--- src/rtl/fsh_pkg.sv ---
/*
 * Shared constants for the serial flash control block: opcodes,
 * status bit positions, power-up values, array map and timing.
 * Assumes an 18-bit byte address space and a 10 MHz system clock.
 */
package fsh_pkg;
    localparam int CLK_PERIOD_NS = 100;
    localparam int PROG_TIME_NS = 7000;
    localparam int ERASE_TIME_NS = 18000000;
    localparam int CHIP_TIME_NS = 35000000;
    localparam int PROG_CYCLES = (PROG_TIME_NS + CLK_PERIOD_NS - 1) / CLK_PERIOD_NS;
    localparam int ERASE_CYCLES_DEF = (ERASE_TIME_NS + CLK_PERIOD_NS - 1) / CLK_PERIOD_NS;
    localparam int CHIP_CYCLES_DEF = (CHIP_TIME_NS + CLK_PERIOD_NS - 1) / CLK_PERIOD_NS;

    localparam logic [7:0] OP_STATUS_WRITE = 8'h01;
    localparam logic [7:0] OP_BYTE_PROG = 8'h02;
    localparam logic [7:0] OP_WRITE_DISABLE = 8'h04;
    localparam logic [7:0] OP_STATUS_READ = 8'h05;
    localparam logic [7:0] OP_WRITE_ENABLE = 8'h06;
    localparam logic [7:0] OP_SECTOR_ERASE = 8'h20;
    localparam logic [7:0] OP_STATUS2_READ = 8'h35;
    localparam logic [7:0] OP_BLOCK32_ERASE = 8'h52;
    localparam logic [7:0] OP_CHIP_ERASE_A = 8'h60;
    localparam logic [7:0] OP_CHIP_ERASE_B = 8'hC7;
    localparam logic [7:0] OP_AUTO_INC_PROG = 8'hAD;
    localparam logic [7:0] OP_BLOCK64_ERASE = 8'hD8;

    localparam int SR_BUSY = 0;
    localparam int SR_WEL = 1;
    localparam int SR_BP_LO = 2;
    localparam int SR_BP_HI = 3;
    localparam int SR_AUTO_INC = 6;
    localparam int SR_LOCKDOWN = 7;
    localparam int SR2_TOP = 2;
    localparam int SR2_BOT = 3;
    localparam logic BP_RESET = 1'b1;
    localparam logic LOCK_RESET = 1'b0;

    localparam int ADDR_W = 18;
    localparam int ADDR_BYTES = 3;
    localparam logic [ADDR_W-1:0] ARRAY_TOP = 18'h3FFFF;
    localparam logic [ADDR_W-1:0] PROT_QUARTER_BASE = 18'h30000;
    localparam logic [ADDR_W-1:0] PROT_HALF_BASE = 18'h20000;
    localparam logic [ADDR_W-1:0] PROT_FULL_BASE = 18'h00000;
    localparam logic [ADDR_W-1:0] SECTOR_MASK = 18'h00FFF;
    localparam logic [ADDR_W-1:0] BLOCK32_MASK = 18'h07FFF;
    localparam logic [ADDR_W-1:0] BLOCK64_MASK = 18'h0FFFF;
    localparam logic [ADDR_W-1:0] TOP_SECTOR_BASE = 18'h3F000;
    localparam logic [ADDR_W-1:0] BOT_SECTOR_END = 18'h00FFF;
    localparam logic [ADDR_W-1:0] WORD_STEP = 18'h00002;

    typedef enum logic [2:0] {S_OPCODE, S_ADDR, S_DATA, S_READ, S_IGNORE} fsh_state_t;
endpackage : fsh_pkg

--- src/rtl/fsh_flash_ctrl.sv ---
/*
 * SPI-side control of a small serial flash: mode 0/3 shifting, pause
 * function, write protection and the two status registers.
 * Assumes all pins are asynchronous and the serial clock is at most
 * one eighth of clk; the array engine sits behind the exec_* outputs.
 */
`timescale 1ns/1ps
module fsh_flash_ctrl
    import fsh_pkg::*;
#(
    parameter int CNT_W = 20,
    parameter int ERASE_CYCLES = ERASE_CYCLES_DEF,
    parameter int CHIP_CYCLES = CHIP_CYCLES_DEF
) (
    input wire logic clk,
    input wire logic rst_n,
    input wire logic ce_n,
    input wire logic sck,
    input wire logic si,
    input wire logic hold_n,
    input wire logic wp_n,
    output logic so_out,
    output logic so_oe_n,
    output logic exec_strobe,
    output logic [7:0] exec_opcode,
    output logic [ADDR_W-1:0] exec_addr,
    output logic [15:0] exec_data
);
    logic ce_n_s, sck_s, si_s, hold_n_s, wp_n_s;
    logic sck_prev, ce_n_prev, paused;
    fsh_state_t state;
    logic [2:0] bit_cnt, out_idx;
    logic [6:0] in_shift;
    logic [7:0] opcode, snap;
    logic [1:0] addr_cnt, data_cnt;
    logic [23:0] addr_sr;
    logic [7:0] data_b0, data_b1;
    logic read_started;
    logic write_enable_latch, auto_inc, bp_lo, bp_hi, lockdown, top_lock, bot_lock;
    logic [CNT_W-1:0] busy_cnt;
    logic op_is_auto;
    logic [ADDR_W-1:0] auto_addr;

    // Pins are async to clk; slow serial clock makes its edges visible here
    // Reset to idle levels: deselected, clock high, input low, pause and lock released
    fsh_sync #(
        .WIDTH(5),
        .RESET_VALUE(5'h1B)
    ) u_sync (
        .clk(clk),
        .rst_n(rst_n),
        .async_in({ce_n, sck, si, hold_n, wp_n}),
        .sync_out({ce_n_s, sck_s, si_s, hold_n_s, wp_n_s})
    );

    wire selected = ~ce_n_s;
    // Limitation: each serial clock phase must last about four clk or an edge is lost
    wire sck_rise = sck_s & ~sck_prev;
    wire sck_fall = ~sck_s & sck_prev;
    wire frame_end = ce_n_s & ~ce_n_prev;
    wire active = selected & ~paused;
    wire shift_rise = active & sck_rise;
    wire shift_fall = active & sck_fall;
    wire [7:0] next_byte = {in_shift, si_s};
    wire byte_done = shift_rise & (bit_cnt == 3'h7);
    wire busy = (busy_cnt != '0);
    wire whole_bytes = (bit_cnt == 3'h0);

    wire [7:0] status1 = {lockdown, auto_inc, 2'b00, bp_hi, bp_lo, write_enable_latch, busy};
    wire [7:0] status2 = {4'h0, bot_lock, top_lock, 2'b00};
    wire [7:0] live_status = (opcode == OP_STATUS2_READ) ? status2 : status1;

    wire is_status_rd = (next_byte == OP_STATUS_READ) || (next_byte == OP_STATUS2_READ);
    wire is_addr_op = (next_byte == OP_BYTE_PROG) || (next_byte == OP_SECTOR_ERASE)
        || (next_byte == OP_BLOCK32_ERASE) || (next_byte == OP_BLOCK64_ERASE)
        || ((next_byte == OP_AUTO_INC_PROG) && !auto_inc);
    wire is_data_op = (next_byte == OP_STATUS_WRITE)
        || ((next_byte == OP_AUTO_INC_PROG) && auto_inc);
    wire op_has_data = (opcode == OP_BYTE_PROG) || (opcode == OP_AUTO_INC_PROG);

    function automatic logic region_hit(
        input logic [ADDR_W-1:0] lo,
        input logic [ADDR_W-1:0] hi,
        input logic [1:0] bp,
        input logic tlock,
        input logic block
    );
        logic [ADDR_W-1:0] base;
        logic hit;
        base = PROT_FULL_BASE;
        case (bp)
            2'b01: base = PROT_QUARTER_BASE;
            2'b10: base = PROT_HALF_BASE;
            default: base = PROT_FULL_BASE;
        endcase
        hit = (bp != 2'b00) && (hi >= base);
        hit = hit || (tlock && (hi >= TOP_SECTOR_BASE));
        hit = hit || (block && (lo <= BOT_SECTOR_END));
        return hit;
    endfunction : region_hit

    // Target range of the command that ends this frame
    wire [ADDR_W-1:0] cmd_addr = auto_inc ? auto_addr : addr_sr[ADDR_W-1:0];
    wire [ADDR_W-1:0] range_mask =
        (opcode == OP_SECTOR_ERASE) ? SECTOR_MASK :
        (opcode == OP_BLOCK32_ERASE) ? BLOCK32_MASK :
        (opcode == OP_BLOCK64_ERASE) ? BLOCK64_MASK :
        (opcode == OP_AUTO_INC_PROG) ? ADDR_W'(1) : '0;
    wire is_chip = (opcode == OP_CHIP_ERASE_A) || (opcode == OP_CHIP_ERASE_B);
    wire [ADDR_W-1:0] range_lo = is_chip ? '0 : (cmd_addr & ~range_mask);
    wire [ADDR_W-1:0] range_hi = is_chip ? ARRAY_TOP : (cmd_addr | range_mask);
    wire prot_hit = region_hit(range_lo, range_hi, {bp_hi, bp_lo}, top_lock, bot_lock);

    wire [ADDR_W-1:0] next_auto_addr = range_lo + WORD_STEP;
    wire auto_last = (range_hi == ARRAY_TOP)
        || region_hit(next_auto_addr, next_auto_addr | ADDR_W'(1), {bp_hi, bp_lo}, top_lock, bot_lock);

    wire form_ok =
        ((opcode == OP_BYTE_PROG) && (addr_cnt == 2'(ADDR_BYTES)) && (data_cnt != 2'd0)) ||
        (((opcode == OP_SECTOR_ERASE) || (opcode == OP_BLOCK32_ERASE) || (opcode == OP_BLOCK64_ERASE))
            && (addr_cnt == 2'(ADDR_BYTES))) ||
        (is_chip && (state == S_IGNORE)) ||
        ((opcode == OP_AUTO_INC_PROG) && (data_cnt == 2'd2)
            && (auto_inc || (addr_cnt == 2'(ADDR_BYTES))));

    // Commands only act at deselect on a byte boundary; a partial byte aborts
    wire cmd_end = frame_end & whole_bytes & (state != S_READ) & (state != S_OPCODE) & ~busy;
    wire do_exec = cmd_end & form_ok & write_enable_latch & ~prot_hit;
    wire do_wren = cmd_end & (opcode == OP_WRITE_ENABLE);
    wire do_write_disable_cmd = cmd_end & (opcode == OP_WRITE_DISABLE);
    wire do_status_write_cmd = cmd_end & (opcode == OP_STATUS_WRITE) & (data_cnt != 2'd0);
    wire status_write_cmd_allowed = wp_n_s | ~lockdown;
    wire op_done = (busy_cnt == CNT_W'(1));

    wire [CNT_W-1:0] exec_cycles =
        is_chip ? CNT_W'(CHIP_CYCLES) :
        op_has_data ? CNT_W'(PROG_CYCLES) : CNT_W'(ERASE_CYCLES);

    // Edge history for the serial clock and select
    always_ff @(posedge clk or negedge rst_n) begin
        if (!rst_n) begin
            // Same level as the synchroniser reset, so no false edge follows reset
            sck_prev <= 1'b1;
            ce_n_prev <= 1'b1;
        end else begin
            sck_prev <= sck_s;
            ce_n_prev <= ce_n_s;
        end
    end

    // While selected, pause tracks the pin only while the clock is low, so a change with the
    // clock high waits for the next low phase
    always_ff @(posedge clk or negedge rst_n) begin
        if (!rst_n) begin
            paused <= 1'b0;
        end else if (!selected) begin
            paused <= paused & ~hold_n_s;
        end else if (!sck_s) begin
            paused <= ~hold_n_s;
        end
    end

    // Command shifter; frozen while paused so the sequence resumes intact
    always_ff @(posedge clk or negedge rst_n) begin
        if (!rst_n) begin
            state <= S_OPCODE;
            bit_cnt <= 3'h0;
            in_shift <= 7'h00;
            opcode <= 8'h00;
            addr_cnt <= 2'd0;
            data_cnt <= 2'd0;
            addr_sr <= 24'h000000;
            data_b0 <= 8'h00;
            data_b1 <= 8'h00;
        end else if (!selected) begin
            state <= S_OPCODE;
            bit_cnt <= 3'h0;
            addr_cnt <= 2'd0;
            data_cnt <= 2'd0;
        end else if (shift_rise) begin
            bit_cnt <= bit_cnt + 3'h1;
            in_shift <= next_byte[6:0];
            if (byte_done) begin
                case (state)
                    S_OPCODE: begin
                        opcode <= next_byte;
                        if (busy && !is_status_rd) begin
                            state <= S_IGNORE;
                        end else if (is_status_rd) begin
                            state <= S_READ;
                        end else if (is_addr_op) begin
                            state <= S_ADDR;
                        end else if (is_data_op) begin
                            state <= S_DATA;
                        end else begin
                            state <= S_IGNORE;
                        end
                    end
                    S_ADDR: begin
                        addr_sr <= {addr_sr[15:0], next_byte};
                        addr_cnt <= addr_cnt + 2'd1;
                        if (addr_cnt == 2'(ADDR_BYTES - 1)) begin
                            state <= op_has_data ? S_DATA : S_IGNORE;
                        end
                    end
                    S_DATA: begin
                        if (data_cnt == 2'd0) begin
                            data_b0 <= next_byte;
                        end else if (data_cnt == 2'd1) begin
                            data_b1 <= next_byte;
                        end
                        if (data_cnt != 2'd2) begin
                            data_cnt <= data_cnt + 2'd1;
                        end
                    end
                    default: state <= state;
                endcase
            end
        end
    end

    // Status output: new bit after each falling edge, byte snapshot repeats
    always_ff @(posedge clk or negedge rst_n) begin
        if (!rst_n) begin
            so_out <= 1'b0;
            so_oe_n <= 1'b1;
            out_idx <= 3'h7;
            snap <= 8'h00;
            read_started <= 1'b0;
        end else begin
            so_oe_n <= ~(active & (state == S_READ) & (read_started | shift_fall));
            if (!selected) begin
                out_idx <= 3'h7;
                read_started <= 1'b0;
            end else if (shift_fall && state == S_READ) begin
                read_started <= 1'b1;
                out_idx <= out_idx - 3'h1;
                if (out_idx == 3'h7) begin
                    snap <= live_status;
                    so_out <= live_status[7];
                end else begin
                    so_out <= snap[out_idx];
                end
            end
        end
    end

    // Internal operation timer drives the busy bit
    always_ff @(posedge clk or negedge rst_n) begin
        if (!rst_n) begin
            busy_cnt <= '0;
            op_is_auto <= 1'b0;
        end else if (do_exec) begin
            busy_cnt <= exec_cycles;
            op_is_auto <= (opcode == OP_AUTO_INC_PROG);
        end else if (busy) begin
            busy_cnt <= busy_cnt - CNT_W'(1);
        end
    end

    // Write-enable latch and auto-increment mode
    // Auto-increment keeps the latch between words; the last word clears it at acceptance
    always_ff @(posedge clk or negedge rst_n) begin
        if (!rst_n) begin
            write_enable_latch <= 1'b0;
            auto_inc <= 1'b0;
            auto_addr <= '0;
        end else begin
            if (do_wren) begin
                write_enable_latch <= 1'b1;
            end else if (do_write_disable_cmd || do_status_write_cmd) begin
                write_enable_latch <= 1'b0;
                auto_inc <= auto_inc & ~do_write_disable_cmd;
            end else if (do_exec && opcode == OP_AUTO_INC_PROG) begin
                auto_inc <= ~auto_last;
                auto_addr <= next_auto_addr;
                write_enable_latch <= ~auto_last;
            end else if (op_done && !op_is_auto) begin
                write_enable_latch <= 1'b0;
            end
        end
    end

    // Status register write; reserved positions of the data are dropped
    // A refused write still clears the latch, so the host must enable writes again
    always_ff @(posedge clk or negedge rst_n) begin
        if (!rst_n) begin
            bp_lo <= BP_RESET;
            bp_hi <= BP_RESET;
            lockdown <= LOCK_RESET;
            top_lock <= 1'b0;
            bot_lock <= 1'b0;
        end else if (do_status_write_cmd && status_write_cmd_allowed) begin
            bp_lo <= data_b0[SR_BP_LO];
            bp_hi <= data_b0[SR_BP_HI];
            lockdown <= data_b0[SR_LOCKDOWN];
            if (data_cnt == 2'd2) begin
                top_lock <= data_b1[SR2_TOP];
                bot_lock <= data_b1[SR2_BOT];
            end
        end
    end

    // Hand-off to the array engine
    always_ff @(posedge clk or negedge rst_n) begin
        if (!rst_n) begin
            exec_strobe <= 1'b0;
            exec_opcode <= 8'h00;
            exec_addr <= '0;
            exec_data <= 16'h0000;
        end else begin
            exec_strobe <= do_exec;
            if (do_exec) begin
                exec_opcode <= opcode;
                exec_addr <= range_lo;
                exec_data <= {data_b1, data_b0};
            end
        end
    end
endmodule : fsh_flash_ctrl

--- src/rtl/fsh_sync.sv ---
/*
 * Two-flop synchroniser, one stage pair per bit.
 * Assumes inputs are asynchronous to clk; reset value is a parameter.
 */
`timescale 1ns/1ps
module fsh_sync #(
    parameter int WIDTH = 5,
    parameter logic [WIDTH-1:0] RESET_VALUE = '1
) (
    input wire logic clk,
    input wire logic rst_n,
    input wire logic [WIDTH-1:0] async_in,
    output logic [WIDTH-1:0] sync_out
);
    logic [WIDTH-1:0] meta;

    genvar i;
    generate
        for (i = 0; i < WIDTH; i++) begin : g_bit
            always_ff @(posedge clk or negedge rst_n) begin
                if (!rst_n) begin
                    meta[i] <= RESET_VALUE[i];
                    sync_out[i] <= RESET_VALUE[i];
                end else begin
                    meta[i] <= async_in[i];
                    sync_out[i] <= meta[i];
                end
            end
        end
    endgenerate
endmodule : fsh_sync

--- config.mk ---
export PLATFORM = sky130hd
export DESIGN_NAME = fsh_flash_ctrl
export DESIGN_NICKNAME = d
export VERILOG_FILES = /design/src/rtl/fsh_pkg.sv /design/src/rtl/fsh_flash_ctrl.sv /design/src/rtl/fsh_sync.sv
export SDC_FILE = /design/constraint.sdc
export NUM_CORES = 1
export LEC_CHECK = 0
export ABC_AREA = 1
export BUFFER_PORTS_ARGS = -buffer_cell sky130_fd_sc_hd__buf_4
export CORE_ASPECT_RATIO = 1.4
export CORE_MARGIN = 2
export CORE_UTILIZATION = 40
export CTS_CLUSTER_DIAMETER = 40
export CTS_CLUSTER_SIZE = 25
export DETAILED_ROUTE_END_ITERATION = 10
export SYNTH_ARGS = -nofsm -noshare
export SYNTH_HDL_FRONTEND = slang
export SYNTH_SLANG_ARGS = --single-unit
--- constraint.sdc ---
create_clock -name clk -period 3.2 [get_ports clk]
set_input_delay 0 -clock clk [delete_from_list [all_inputs] [get_ports clk]]
set_output_delay 0 -clock clk [all_outputs]
set_load 0.05 [all_outputs]
==> metrics.log <==
[metrics] run status: complete, no violations
[metrics] maximum clock insertion buffer count: 2
[metrics] kind of end point of the critical path: flop
[metrics] global-route wire length before repair: 37.93 mm
[metrics] IO Pins: 52
[metrics] standard cell core area: 22370 um2
[metrics] WL/cell: 15.25 um
[metrics] setup repair after global routing missed its margin: true
[metrics] final period utilization: 0.9422
[metrics] Pleak: 5.368 nW
[metrics] library cell with the largest summed area after synthesis: dfrtp_1
[metrics] worst hold margin: 208.3 ps
[metrics] share of post-route cells with drive strength above 1: 0.1686
[metrics] number of port buffers: 51
[metrics] shortest period the worst path allows: 3015 ps
[metrics] largest net degree at the start of global routing: 97
[metrics] antenna violations before repair: 0
[metrics] Placed Instance Area: 9839 um2
[metrics] Max Fanout on Critical Path: 18
[metrics] clock tree root driver cell: clkbuf_16
[metrics] overall via count from detail_route: 7590
[metrics] clock-pin transition on the worst setup and hold timing paths: 70 ps
[metrics] peak supply drop: 0.3260 mV
[metrics] starting density of the core: 0.4032
[metrics] Syn Nets: 1155
[metrics] total DRC errors in the routed layout: 0
[metrics] post-synthesis instance total: 1130
[metrics] area overhead of the layout relative to synthesis: 17.30%
[metrics] combined area of all synthesized cells: 9017 um2
[metrics] Area contributors post-synth: dfrtp_1 44%, nand2_1 13%, o21ai_0 6.3%, inv_1 6.0%, dfstp_2 4.7%
[metrics] global placement routability congestion: 0.9344
[metrics] area of all placed cells without fillers: 10580 um2
[metrics] full die area: 23780 um2
[metrics] max-cap violation count: 0
[metrics] Num Clock Sinks: 173
[metrics] achievable frequency: 0.3317 GHz
[metrics] DIE WIDTH: 130.9 um
[metrics] Pre-antenna DRT Iters: 6
[metrics] number of unique standard cell types used by synthesis: 52
[metrics] setup slack, reg-to-reg: 190 ps
[metrics] measured slew at the worst slew-check pin: 878.3 ps
[metrics] startpoint of the most critical register-to-register path: opcode[7]
[metrics] PwrDens: 425.8 nW/um2
[metrics] fraction of synthesized cell area taken by the top area cell type: 0.4357
[metrics] Worst Skew: 13.03 ps
[metrics] Vert. Die Dim: 181.7 um
[metrics] launch point of the worst path: opcode[7]
[metrics] type of the tightest min-delay check: input port to flop
[metrics] maximum level of the CTS H-tree: 4
[metrics] Slew Viols, Final: 0
[metrics] final-stage net count: 1240
[metrics] number of inserted filler cells in the final layout: 2221
[metrics] remaining global-route overflow: 0
[metrics] R2R depth: 20
[metrics] post-synthesis async set-or-reset flop share: 1.000
[metrics] multi-input gate area in the final layout: 3963 um2
[metrics] arrival time reported for the critical path endpoint: 3340 ps
[metrics] endpoint of the worst register-to-register path: auto_addr[10]
[metrics] startpoint kind of the worst setup timing path: flop
[metrics] Seq cells post-synth: 173
[metrics] kind of critical path: flop to flop
[metrics] count of flip-flops with a built-in enable after synthesis: 0
[metrics] combined global-route utilization of all metal layers: 0.2065
[metrics] worst setup path endpoint: auto_addr[10]
[metrics] final routed wirelength across all metal layers: 23.32 mm
[metrics] Final setup violation count: 0
[metrics] Seq. cell area: 4352 um2
[metrics] number of design-rule violations left by the first detailed-router iteration: 510
[metrics] Hold Vio Cnt, Final: 0
[metrics] CTS buffer count: 17
[metrics] tightest slew margin relative to the limit: 0.4145
[metrics] detailed placement HPWL: 17.55 mm
[metrics] clock latency on the worst-skew pair: 440 ps
[metrics] number of warnings issued by yosys: 0
[metrics] diode insertion count for antenna repair: 0
[metrics] Avg Inst Size Synth: 7.980 um2
[metrics] # rows: 65
[metrics] clock tree from TritonCTS: done
[metrics] Top FF cell, synth: dfrtp_1
[metrics] Antenna Violating Nets Remaining: 0
[metrics] vias per inst: 4.964
[metrics] vias in the first global route: 7284
[metrics] Crit path required time: 3520 ps
[metrics] fraction of the yosys area taken by sequential cells: 0.4823
==> report_power, final <==
group	internal (mW)	total, mW	switching (mW)
Clock	1.09	2.02	0.933
Sequential	2.22	2.27	0.0431
Combinational	0.0587	0.216	0.157
Total	3.37	4.50	1.13
==> cell usage in the layout, fill, tap and decap left out, types with 4 or more instances in the layout <==
cell type / netlist / routed
xnor2_1: 10 / 10
o211ai_1: 4 / 4
nand3_2: 5 / 6
dfstp_2: 16 / 16
nor3_1: 24 / 24
nor2_2: 16 / 21
inv_6: 0 / 5
dfrtp_1: 157 / 155
nand2_1: 319 / 318
nand4_1: 18 / 18
nand2_2: 10 / 10
mux2i_1: 8 / 8
xor2_1: 9 / 9
a21oi_1: 23 / 23
o21ai_0: 113 / 113
nand2_4: 3 / 4
inv_1: 143 / 142
ha_1: 18 / 17
clkbuf_16: 0 / 17
inv_2: 6 / 7
dlygate4sd3_1: 0 / 6
o21ai_1: 18 / 18
nor4_1: 5 / 5
buf_4: 6 / 82
nor2_1: 91 / 84
nor2_4: 9 / 11
nand3_1: 47 / 46
==> stage by stage <==
stage,worst slack [ps],util,std cells,power [mW],TNS [ps]
final,185.0,0.4730,1529,4.504,0
after global placement,3.146,0.4399,1482,2.520,0
after global routing,-92.88,0.4730,1529,4.674,-92.88
after floorplan,397.4,-,1130,2.404,0
after CTS,23.76,0.4681,1520,4.555,0
after detailed placement,-71.43,0.4399,1482,2.523,-71.43
==> metal layers <==
metal / up-vias / GRT usage / part of all wire
met3: 42 / 0.03300 / 0.041
met1: 3549 / 0.2721 / 0.44
met4: 0 / 0.07915 / 0.031
met2: 204 / 0.3398 / 0.48
met5: - / 0 / 0
li1: 3795 / - / -
==> Yosys cell counts (all sizes together) (2+ instances only) <==
| cell type | number |
|---|---|
| nand2 | 333 |
| a21oi | 24 |
| dfstp | 16 |
| clkbuf | 7 |
| buf | 20 |
| dfrtp | 157 |
| o211ai | 4 |
| or2 | 2 |
| nor3 | 26 |
| nor4 | 6 |
| nand3 | 52 |
| clkinv | 2 |
| inv | 149 |
| mux2i | 8 |
| nand4 | 19 |
| nor2 | 117 |
| xor2 | 9 |
| nand3b | 3 |
| nor3b | 2 |
| xnor2 | 10 |
| o21ai | 133 |
| ha | 18 |
==> worst min path at each step <==
stage	from	to	cells after the start
3_5_place_dp	sck	u_sync.meta[3]	1
5_1_grt	si	u_sync.meta[2]	2
4_1_cts	wp_n	u_sync.meta[0]	2
6_report	wp_n	u_sync.meta[0]	2
3_3_place_gp	sck	u_sync.meta[3]	1
2_1_floorplan	rst_n	addr_cnt[0]	0
==> critical path: stages (launching register included) <==
cell and delay (ps):
dfrtp_1 430, inv_1 110, nand2_1 70, nor2_1 190, nand2_4 120, nand2_8 140, inv_1 110, nand2_1 100
inv_1 50, ha_1 270, nand3_1 80, nor3_1 210, nand4_1 130, nand2_1 90, nand2_1 100, nand2_1 130
nor2_4 70, nand2_4 110, buf_12 160, mux2i_1 180, inv_1 50
==> final cells by class <==
type | instances | area share
Sequential cell | 173 | 0.4114
Multi-Input combinational cell | 779 | 0.3746
Timing Repair Buffer | 93 | 0.07168
Inverter | 151 | 0.05358
Clock buffer | 18 | 0.04057
Tap cell | 301 | 0.03560
Clock inverter | 14 | 0.01254
==> sequential cells by signal, summed over array words and instances, names as in the netlist, 2 cells and up <==
signal	count
busy_cnt	20
addr_sr	18
auto_addr	18
exec_addr	18
exec_data	16
data_b0	8
data_b1	8
exec_opcode	8
opcode	8
in_shift	7
snap	6
u_sync.meta	5
u_sync.sync_out	5
bit_cnt	3
out_idx	3
state	3
addr_cnt	2
data_cnt	2
==> repair_timing <==
item                                    CTS  global route
endpoints found under the setup margin    2            17
setup buffers                             0             9
pin swaps                                 0             4
hold buffers                              6             0
gates resized for setup                   3            14
hold endpoints to repair                 83             0
==> kinds of logic after synthesis <==
family	Yosys count	share of synthesized area
AO/OA/AOI/OAI	172	0.1014
AND/OR/NAND/NOR	562	0.2810
buffers and inverters	178	0.08297
flip-flops	173	0.4823
multiplexers	8	0.008881
XOR/XNOR	19	0.01845
adder cells (fa/ha/maj)	18	0.02498
No activity file was read; power rests on OpenSTA's default activity.
